===== config.mk =====
export PLATFORM = sky130hd
export DESIGN_NAME = ashp_top
export DESIGN_NICKNAME = d
export VERILOG_FILES = /design/src/ashp_pkg.sv /design/src/ashp_top.sv
export SDC_FILE = /design/constraint.sdc
export NUM_CORES = 1
export LEC_CHECK = 0
export BUFFER_PORTS_ARGS = -buffer_cell sky130_fd_sc_hd__buf_2
export CAP_MARGIN = 0
export CORE_ASPECT_RATIO = 1.4
export CORE_UTILIZATION = 39
export CTS_BUF_LIST = sky130_fd_sc_hd__clkbuf_8
export DETAILED_ROUTE_END_ITERATION = 7
export GPL_ROUTABILITY_DRIVEN = 1
export GPL_TIMING_DRIVEN = 0
export PLACE_DENSITY = 0.54
export SETUP_SLACK_MARGIN = 0.05
export SYNTH_ARGS = -nofsm -noshare
export SYNTH_HDL_FRONTEND = slang
export SYNTH_SLANG_ARGS = --single-unit

===== constraint.sdc =====
create_clock -name sys_clk -period 4.4 [get_ports sys_clk]
set_input_delay 0.88 -clock sys_clk [delete_from_list [all_inputs] [get_ports sys_clk]]
set_output_delay 0.88 -clock sys_clk [all_outputs]
set_load 0.01 [all_outputs]

===== src/ashp_pkg.sv =====
package ashp_pkg;
  // register select codes on the three address lines
  localparam logic [2:0] ASHP_ADDR_DATA   = 3'h0;
  localparam logic [2:0] ASHP_ADDR_DIV_LO = 3'h1;
  localparam logic [2:0] ASHP_ADDR_DIV_HI = 3'h2;
  localparam logic [2:0] ASHP_ADDR_LINE   = 3'h3;
  localparam logic [2:0] ASHP_ADDR_STAT   = 3'h4;
  localparam logic [2:0] ASHP_ADDR_MODEM  = 3'h5;
  // line control field positions
  localparam int ASHP_LC_LEN_LSB = 0;
  localparam int ASHP_LC_STOP    = 2;
  localparam int ASHP_LC_PAR_EN  = 3;
  localparam int ASHP_LC_PAR_EVN = 4;
  localparam int ASHP_LC_LOOP    = 5;
  localparam int ASHP_LC_CLK_SEL = 6;
  localparam int ASHP_LC_TX_EN   = 7;
  // reset values
  localparam logic [7:0]  ASHP_LINE_RST  = 8'h83;
  localparam logic [15:0] ASHP_DIV_RST   = 16'h0001;
  localparam logic [1:0]  ASHP_MODEM_RST = 2'h0;
  // sample ticks per serial bit and mid-bit sample point
  localparam logic [5:0]  ASHP_TICKS_BIT = 6'h10;
  localparam logic [5:0]  ASHP_TICKS_1P5 = 6'h18;
  localparam logic [5:0]  ASHP_TICKS_2   = 6'h20;
  localparam logic [3:0]  ASHP_MID_TICK  = 4'h7;

  typedef enum logic [1:0] {ASHP_LEN5, ASHP_LEN6, ASHP_LEN7, ASHP_LEN8} ashp_len_t;

  // line configuration as held in the line control register
  typedef struct packed {
    logic      tx_en;
    logic      clk_sel;
    logic      loop_en;
    logic      par_even;
    logic      par_en;
    logic      stop_long;
    ashp_len_t len;
  } ashp_line_t;

  // sticky and live line status
  typedef struct packed {
    logic tsr_empty;
    logic thr_empty;
    logic frame_err;
    logic par_err;
    logic overrun;
    logic rx_ready;
  } ashp_stat_t;
endpackage : ashp_pkg


===== src/ashp_top.sv =====
`timescale 1ns/1ps
module ashp_top (
  input  wire logic             sys_clk,
  input  wire logic             rst,
  input  wire logic             chip_select_0,
  input  wire logic             chip_select_1,
  input  wire logic             chip_select_2,
  input  wire logic [2:0]       register_select,
  input  wire logic             read_strobe,
  input  wire logic             read_strobe_n,
  input  wire logic             write_strobe,
  input  wire logic             write_strobe_n,
  input  wire logic [7:0]       data_in,
  output logic      [7:0]       data_out,
  output logic                  data_oe_n,
  input  wire logic             reference_clock_in,
  output logic                  baud_clock_out,
  output logic                  serial_tx_out,
  input  wire logic             serial_rx_in,
  input  wire logic             cts_n,
  output logic                  dtr_n,
  output logic                  rts_n
);
  import ashp_pkg::*;

  typedef enum logic [2:0] {ASHP_IDLE, ASHP_START, ASHP_DATA, ASHP_PAR, ASHP_STOP} ashp_state_t;

  ashp_line_t  line;
  ashp_stat_t  stat;
  logic        thr_empty;
  logic        tsr_empty;
  logic        rx_ready;
  logic        overrun;
  logic        par_err;
  logic        frame_err;
  logic [15:0] divisor;
  logic [1:0]  modem;
  logic [7:0]  thr;
  logic [7:0]  rbr;
  logic        sel;
  logic        rd_act;
  logic        wr_act;
  logic        rd_d;
  logic        wr_d;
  logic        rd_start;
  logic        wr_start;
  logic [7:0]  len_mask;
  logic [2:0]  last_bit;
  logic        ref_d;
  logic        ref_rise;
  logic [15:0] div_cnt;
  logic        tick;
  logic        tick_lvl;
  ashp_state_t tx_state;
  logic [7:0]  tx_shift;
  logic [5:0]  tx_ticks;
  logic [2:0]  tx_bit;
  logic        tx_par;
  logic        tx_line;
  logic [5:0]  stop_ticks;
  ashp_state_t rx_state;
  logic [3:0]  rx_ticks;
  logic [2:0]  rx_bit;
  logic [7:0]  rx_shift;
  logic        rx_par;
  logic        rx_line;
  logic        cts_seen;

  // bus decode: every select must be true before any strobe counts
  assign sel      = chip_select_0 & chip_select_1 & chip_select_2;
  assign rd_act   = sel & (read_strobe | ~read_strobe_n);
  assign wr_act   = sel & (write_strobe | ~write_strobe_n);
  assign rd_start = rd_act & ~rd_d;
  assign wr_start = wr_act & ~wr_d;
  assign len_mask = 8'hff >> (3'h3 - 3'(line.len));
  assign last_bit = 3'h4 + 3'(line.len);
  assign ref_rise = reference_clock_in & ~ref_d;
  // one and a half stop bits only with five-bit characters
  assign stop_ticks = !line.stop_long ? ASHP_TICKS_BIT :
                      (line.len == ASHP_LEN5) ? ASHP_TICKS_1P5 : ASHP_TICKS_2;
  // loop mode turns the transmitter back onto the receiver
  assign rx_line  = line.loop_en ? tx_line : serial_rx_in;
  // status word gathered from flags kept by the transmitter and the receiver
  assign stat     = {tsr_empty, thr_empty, frame_err, par_err, overrun, rx_ready};

  // strobe and reference edge history
  always_ff @(posedge sys_clk) begin
    if (rst) begin
      rd_d  <= 1'b0;
      wr_d  <= 1'b0;
      ref_d <= 1'b0;
    end else begin
      rd_d  <= rd_act;
      wr_d  <= wr_act;
      ref_d <= reference_clock_in;
    end
  end

  // register writes
  always_ff @(posedge sys_clk) begin
    if (rst) begin
      line    <= ashp_line_t'(ASHP_LINE_RST);
      divisor <= ASHP_DIV_RST;
      modem   <= ASHP_MODEM_RST;
      thr     <= 8'h00;
    end else if (wr_start) begin
      unique case (register_select)
        ASHP_ADDR_DATA:   thr            <= data_in & len_mask;
        ASHP_ADDR_DIV_LO: divisor[7:0]   <= data_in;
        ASHP_ADDR_DIV_HI: divisor[15:8]  <= data_in;
        ASHP_ADDR_LINE:   line           <= ashp_line_t'(data_in);
        ASHP_ADDR_MODEM:  modem          <= data_in[1:0];
        default: ;
      endcase
    end
  end

  // read data and bus enable, released outside a selected read
  always_ff @(posedge sys_clk) begin
    if (rst) begin
      data_out  <= 8'h00;
      data_oe_n <= 1'b1;
    end else begin
      data_oe_n <= ~rd_act;
      unique case (register_select)
        ASHP_ADDR_DATA:   data_out <= rbr;
        ASHP_ADDR_DIV_LO: data_out <= divisor[7:0];
        ASHP_ADDR_DIV_HI: data_out <= divisor[15:8];
        ASHP_ADDR_LINE:   data_out <= line;
        ASHP_ADDR_STAT:   data_out <= {1'b0, cts_seen, stat};
        ASHP_ADDR_MODEM:  data_out <= {6'h00, modem};
        default:          data_out <= 8'h00;
      endcase
    end
  end

  // modem outputs, inactive high; clear-to-send only reported
  always_ff @(posedge sys_clk) begin
    if (rst) begin
      dtr_n    <= 1'b1;
      rts_n    <= 1'b1;
      cts_seen <= 1'b0;
    end else begin
      dtr_n    <= ~modem[0];
      rts_n    <= ~modem[1];
      cts_seen <= ~cts_n;
    end
  end

  // baud divider counts reference rising edges
  always_ff @(posedge sys_clk) begin
    if (rst) begin
      div_cnt  <= 16'h0000;
      tick     <= 1'b0;
      tick_lvl <= 1'b0;
    end else begin
      tick <= 1'b0;
      if (ref_rise && divisor != 16'h0000) begin
        if (div_cnt >= divisor - 16'h0001) begin
          div_cnt  <= 16'h0000;
          tick     <= 1'b1;
          tick_lvl <= 1'b1;
        end else begin
          div_cnt <= div_cnt + 16'h0001;
          if (div_cnt == (divisor >> 1) - 16'h0001) begin
            tick_lvl <= 1'b0;
          end
        end
      end
    end
  end

  // clock pin: buffered reference or sixteen-times baud clock
  always_ff @(posedge sys_clk) begin
    if (rst) begin
      baud_clock_out <= 1'b0;
    end else begin
      baud_clock_out <= line.clk_sel ? reference_clock_in :
                        (divisor == 16'h0001 ? reference_clock_in : tick_lvl);
    end
  end

  // transmitter: holding register, shifter and framing
  always_ff @(posedge sys_clk) begin
    if (rst) begin
      tx_state       <= ASHP_IDLE;
      tx_shift       <= 8'h00;
      tx_ticks       <= 6'h00;
      tx_bit         <= 3'h0;
      tx_par         <= 1'b0;
      tx_line        <= 1'b1;
      thr_empty      <= 1'b1;
      tsr_empty      <= 1'b1;
    end else begin
      unique case (tx_state)
        ASHP_IDLE: begin
          tx_line <= 1'b1;
          if (!thr_empty && line.tx_en) begin
            tx_shift       <= thr;
            tx_par         <= line.par_even ? 1'b0 : 1'b1;
            thr_empty      <= 1'b1;
            tsr_empty      <= 1'b0;
            tx_ticks       <= 6'h00;
            tx_state       <= ASHP_START;
          end
        end
        default: begin
          if (tick) begin
            tx_ticks <= tx_ticks + 6'h01;
            unique case (tx_state)
              ASHP_START: begin
                tx_line <= 1'b0;
                if (tx_ticks == ASHP_TICKS_BIT - 6'h01) begin
                  tx_ticks <= 6'h00;
                  tx_bit   <= 3'h0;
                  tx_state <= ASHP_DATA;
                end
              end
              ASHP_DATA: begin
                tx_line <= tx_shift[tx_bit];
                if (tx_ticks == ASHP_TICKS_BIT - 6'h01) begin
                  tx_ticks <= 6'h00;
                  tx_par   <= tx_par ^ tx_shift[tx_bit];
                  tx_bit   <= tx_bit + 3'h1;
                  if (tx_bit == last_bit) begin
                    tx_state <= line.par_en ? ASHP_PAR : ASHP_STOP;
                  end
                end
              end
              ASHP_PAR: begin
                tx_line <= tx_par;
                if (tx_ticks == ASHP_TICKS_BIT - 6'h01) begin
                  tx_ticks <= 6'h00;
                  tx_state <= ASHP_STOP;
                end
              end
              default: begin
                tx_line <= 1'b1;
                if (tx_ticks == stop_ticks - 6'h01) begin
                  tsr_empty      <= 1'b1;
                  tx_state       <= ASHP_IDLE;
                end
              end
            endcase
          end
        end
      endcase
      // a write in the load cycle still marks the holding register full
      if (wr_start && register_select == ASHP_ADDR_DATA) begin
        thr_empty <= 1'b0;
      end
    end
  end

  // line pin: mark unless enabled, outside loop, and framing a character
  always_ff @(posedge sys_clk) begin
    if (rst) begin
      serial_tx_out <= 1'b1;
    end else begin
      serial_tx_out <= (line.tx_en && !line.loop_en) ? tx_line : 1'b1;
    end
  end

  // receiver: start check at mid-bit, then one sample per bit
  always_ff @(posedge sys_clk) begin
    if (rst) begin
      rx_state       <= ASHP_IDLE;
      rx_ticks       <= 4'h0;
      rx_bit         <= 3'h0;
      rx_shift       <= 8'h00;
      rx_par         <= 1'b0;
      rbr            <= 8'h00;
      rx_ready       <= 1'b0;
      overrun        <= 1'b0;
      par_err        <= 1'b0;
      frame_err      <= 1'b0;
    end else begin
      // reads clear flags; a same-cycle set below overrides
      if (rd_start && register_select == ASHP_ADDR_DATA) begin
        rx_ready <= 1'b0;
      end
      if (rd_start && register_select == ASHP_ADDR_STAT) begin
        overrun   <= 1'b0;
        par_err   <= 1'b0;
        frame_err <= 1'b0;
      end
      if (tick) begin
        rx_ticks <= rx_ticks + 4'h1;
        unique case (rx_state)
          ASHP_IDLE: begin
            rx_ticks <= 4'h0;
            if (!rx_line) begin
              rx_state <= ASHP_START;
            end
          end
          ASHP_START: begin
            if (rx_ticks == ASHP_MID_TICK) begin
              rx_ticks <= 4'h0;
              rx_bit   <= 3'h0;
              rx_shift <= 8'h00;
              rx_par   <= line.par_even ? 1'b0 : 1'b1;
              rx_state <= rx_line ? ASHP_IDLE : ASHP_DATA;
            end
          end
          ASHP_DATA: begin
            if (rx_ticks == 4'hf) begin
              rx_shift[rx_bit] <= rx_line;
              rx_par           <= rx_par ^ rx_line;
              rx_bit           <= rx_bit + 3'h1;
              if (rx_bit == last_bit) begin
                rx_state <= line.par_en ? ASHP_PAR : ASHP_STOP;
              end
            end
          end
          ASHP_PAR: begin
            if (rx_ticks == 4'hf) begin
              rx_par   <= rx_par ^ rx_line;
              rx_state <= ASHP_STOP;
            end
          end
          default: begin
            if (rx_ticks == 4'hf) begin
              rbr           <= rx_shift;
              rx_ready      <= 1'b1;
              if (rx_ready) begin
                overrun <= 1'b1;
              end
              if (line.par_en && rx_par) begin
                par_err <= 1'b1;
              end
              if (!rx_line) begin
                frame_err <= 1'b1;
              end
              rx_state <= ASHP_IDLE;
            end
          end
        endcase
      end
    end
  end
endmodule : ashp_top


==> metrics.txt <==
post-synthesis instance total 778; syn avg cell area 8.501 um2; Layout Nets 881; Worst-Skew Late Latency 0.45 ns; Reg-to-Reg Start divisor[1]; DRC 3; antenna violations before repair 0; Worst EP arrival 4.43 ns; die height 156.1 um; GPL Wtd Cong 0.8577; Hold Path Cell Cnt 1; Setup CP Type reg -> reg; critical path peak fanout 10; Area growth syn-to-layout 13.58%; Max IR drop VDD 145.7 uV; DP HPWL 14120 um; Final Hold Vio Count 0; layout cells sized above 1 12.17%; vias in the first global route 5747; Seq/Total Area, Yosys 37.53%; failing checks design-rule violations; # port buffers 33; Worst Setup Start Kind flop; status complete, but fails checks; # setup viols final 0; Max Clock Skew 0.01013 ns; core area 0.01668 mm2; syn nets 826; Top FF cell, synth dfxtp_1; Tightest Pin Transition 0.9442 ns; CTS tree done; CTS Sinks 124; Iter 0 DRT Violations 312; total grt overflow 0; crit end category flop; hold_sp modem[1]; Storage cell area 0.002482 mm2; min Tclk post-route 4.087 ns; fmax 244.7 MHz; Netlist Area Pre-Place 0.006614 mm2; first-pass GRT wire length 29680 um; DRT antenna net count 0; max-slew violations 0; die area 0.01749 mm2; Vias per Instance 5.522; CP required 4.74 ns; Tcrit/Tclk final 92.89%; placed insts 1014; Rel. slew slack 36.53%; multi-input logic area 0.003881 mm2; Die X 112.1 um; Max-Cap Viols 0; maximum level of the CTS H-tree 4; CTS Buffer Depth 2; Initial Util 39.66%; Place WS -0.3033 ns; non-filler cells, final 1049; Post-synth EDFFs 0; final worst setup slack 0.3126 ns; Netlist cell types 66; Wirelength per Cell 17.77 um; power per cell area 324.1 mW/mm2; FF+latch count, synth 124; Clock transition at path regs 0.08 ns; largest net degree at the start of global routing 17; # IOs 36; Reg2Reg Depth 15; leakage power 0.002812 uW; total track usage 22.12%; Pre-Repair DR Iteration Count 7; n_diodes 0; yosys warns 0; root buf cell clkbuf_8; Post-Route WL 18640 um; row count 56; number of fill cells 1667; via count 5793; hold_buf cts 0; CTS buffer count 17; crit path launch divisor[1]; min-delay worst type reg -> reg; asr flop ratio synth 0%; unrepaired setup endpoints after global routing no
-- registers in the layout, indices dropped and copies added, names as in the netlist, 3 cells and up --
signal,count
data_out,8
div_cnt,16
divisor,16
line,8
rbr,8
rx_bit,3
rx_shift,8
rx_state,3
rx_ticks,4
thr,8
tx_bit,3
tx_shift,8
tx_state,3
tx_ticks,6
-- path summary, 6_finish.rpt --
path,endpoint,slack (ns)
max,div_cnt[6],0.31
max reg2reg,div_cnt[6],0.31
min,rts_n,0.44
min reg2reg,rts_n,0.44
-- layout by cell type (no fill, tap or decap), drive strengths merged, types with 9 or more instances in the layout --
master,count
nor2,97
nor3,14
xnor2,24
a21oi,58
clkbuf,59
mux2i,37
nand2b,14
ha,25
nand4,12
inv,15
xor2,32
dfxtp,124
buf,47
nor2b,14
or3,9
a22oi,14
o21ai,23
nand3,35
nand2,85
-- where the power goes --
group          internal, uW  switching [uW]  total (uW)
clock network           632             500        1130
registers              1130            10.4        1140
logic                  56.7             101         157
-- per-stage QoR --
step	setup TNS (ns)	hold slack, ns	total power [uW]	cell area (um2)	utilization [%]
2_1_floorplan	0	0.3668	1268	6614	-
3_3_place_gp	-2.361	0.4239	1322	7033	42.17
3_5_place_dp	-2.898	0.4238	1326	7033	42.17
4_1_cts	0	0.4417	2454	7485	44.88
5_1_grt	0	0.4606	2511	7512	45.05
6_report	0	0.4405	2435	7512	45.05
-- worst max-delay path, cell delays in order (launching register included) --
cell and delay (ns):
dfxtp_1 0.31, clkbuf_1 0.27, inv_1 0.22, ha_1 0.27
nor3b_2 0.28, nor3b_4 0.34, nand3_1 0.18, nor3_1 0.29
nand2_1 0.12, xor2_1 0.16, ha_1 0.30, nand4_1 0.12
o31a_1 0.35, o21ai_2 0.36, clkbuf_2 0.30, nor2_1 0.08
-- final cells by class --
class,instances,area share [%]
clock buffer,18,3.298
inverter,12,0.5996
timing repair buffer,36,2.498
multi-input combinational,590,51.67
buffer,52,2.948
sequential,124,33.04
tap,203,3.381
clock inverter,14,2.565
-- logic make-up after synthesis --
kind of cell / Yosys count / synth area share (%)
multiplexers: 48 / 8.835
AND/OR/NAND/NOR: 319 / 23.99
XOR/XNOR: 56 / 7.416
flip-flops: 124 / 37.53
adder cells (fa/ha/maj): 25 / 4.729
AO/OA/AOI/OAI: 142 / 13.49
buffers and inverters: 64 / 4.011
-- cells in the mapped netlist (6+ instances only) --
library cell  count  area (um2)
a211oi_1          8       60.06
a21oi_1          58       290.3
a22oi_1          14       105.1
and3_1            6       37.54
buf_2             8       40.04
clkbuf_1         41       153.9
dfxtp_1         124        2482
ha_1             25       312.8
inv_1            12       45.04
mux2i_1          37       370.4
mux4_2            8       180.2
nand2_1          85       319.1
nand2b_1         14       87.58
nand3_1          35       175.2
nand4_1          12       75.07
nor2_1           96       360.4
nor2b_1          14       87.58
nor3_1           13       65.06
o21ai_0          21       105.1
or3_1             9       56.30
xnor2_1          24       210.2
xor2_1           32       280.3
-- metal layers --
metal  track usage, %  share of wire, %
met2            41.91                54
met4            9.905               2.6
met1            23.63                41
met3            4.118               2.9
met5                0                 0
-- repair_timing --
item                                    4_1_cts  5_1_grt
setup buffers                                 0        3
endpoints found under the setup margin       10       12
cloned                                        0        0
resized for setup                             3        1
(Power assumes the default switching activity.)
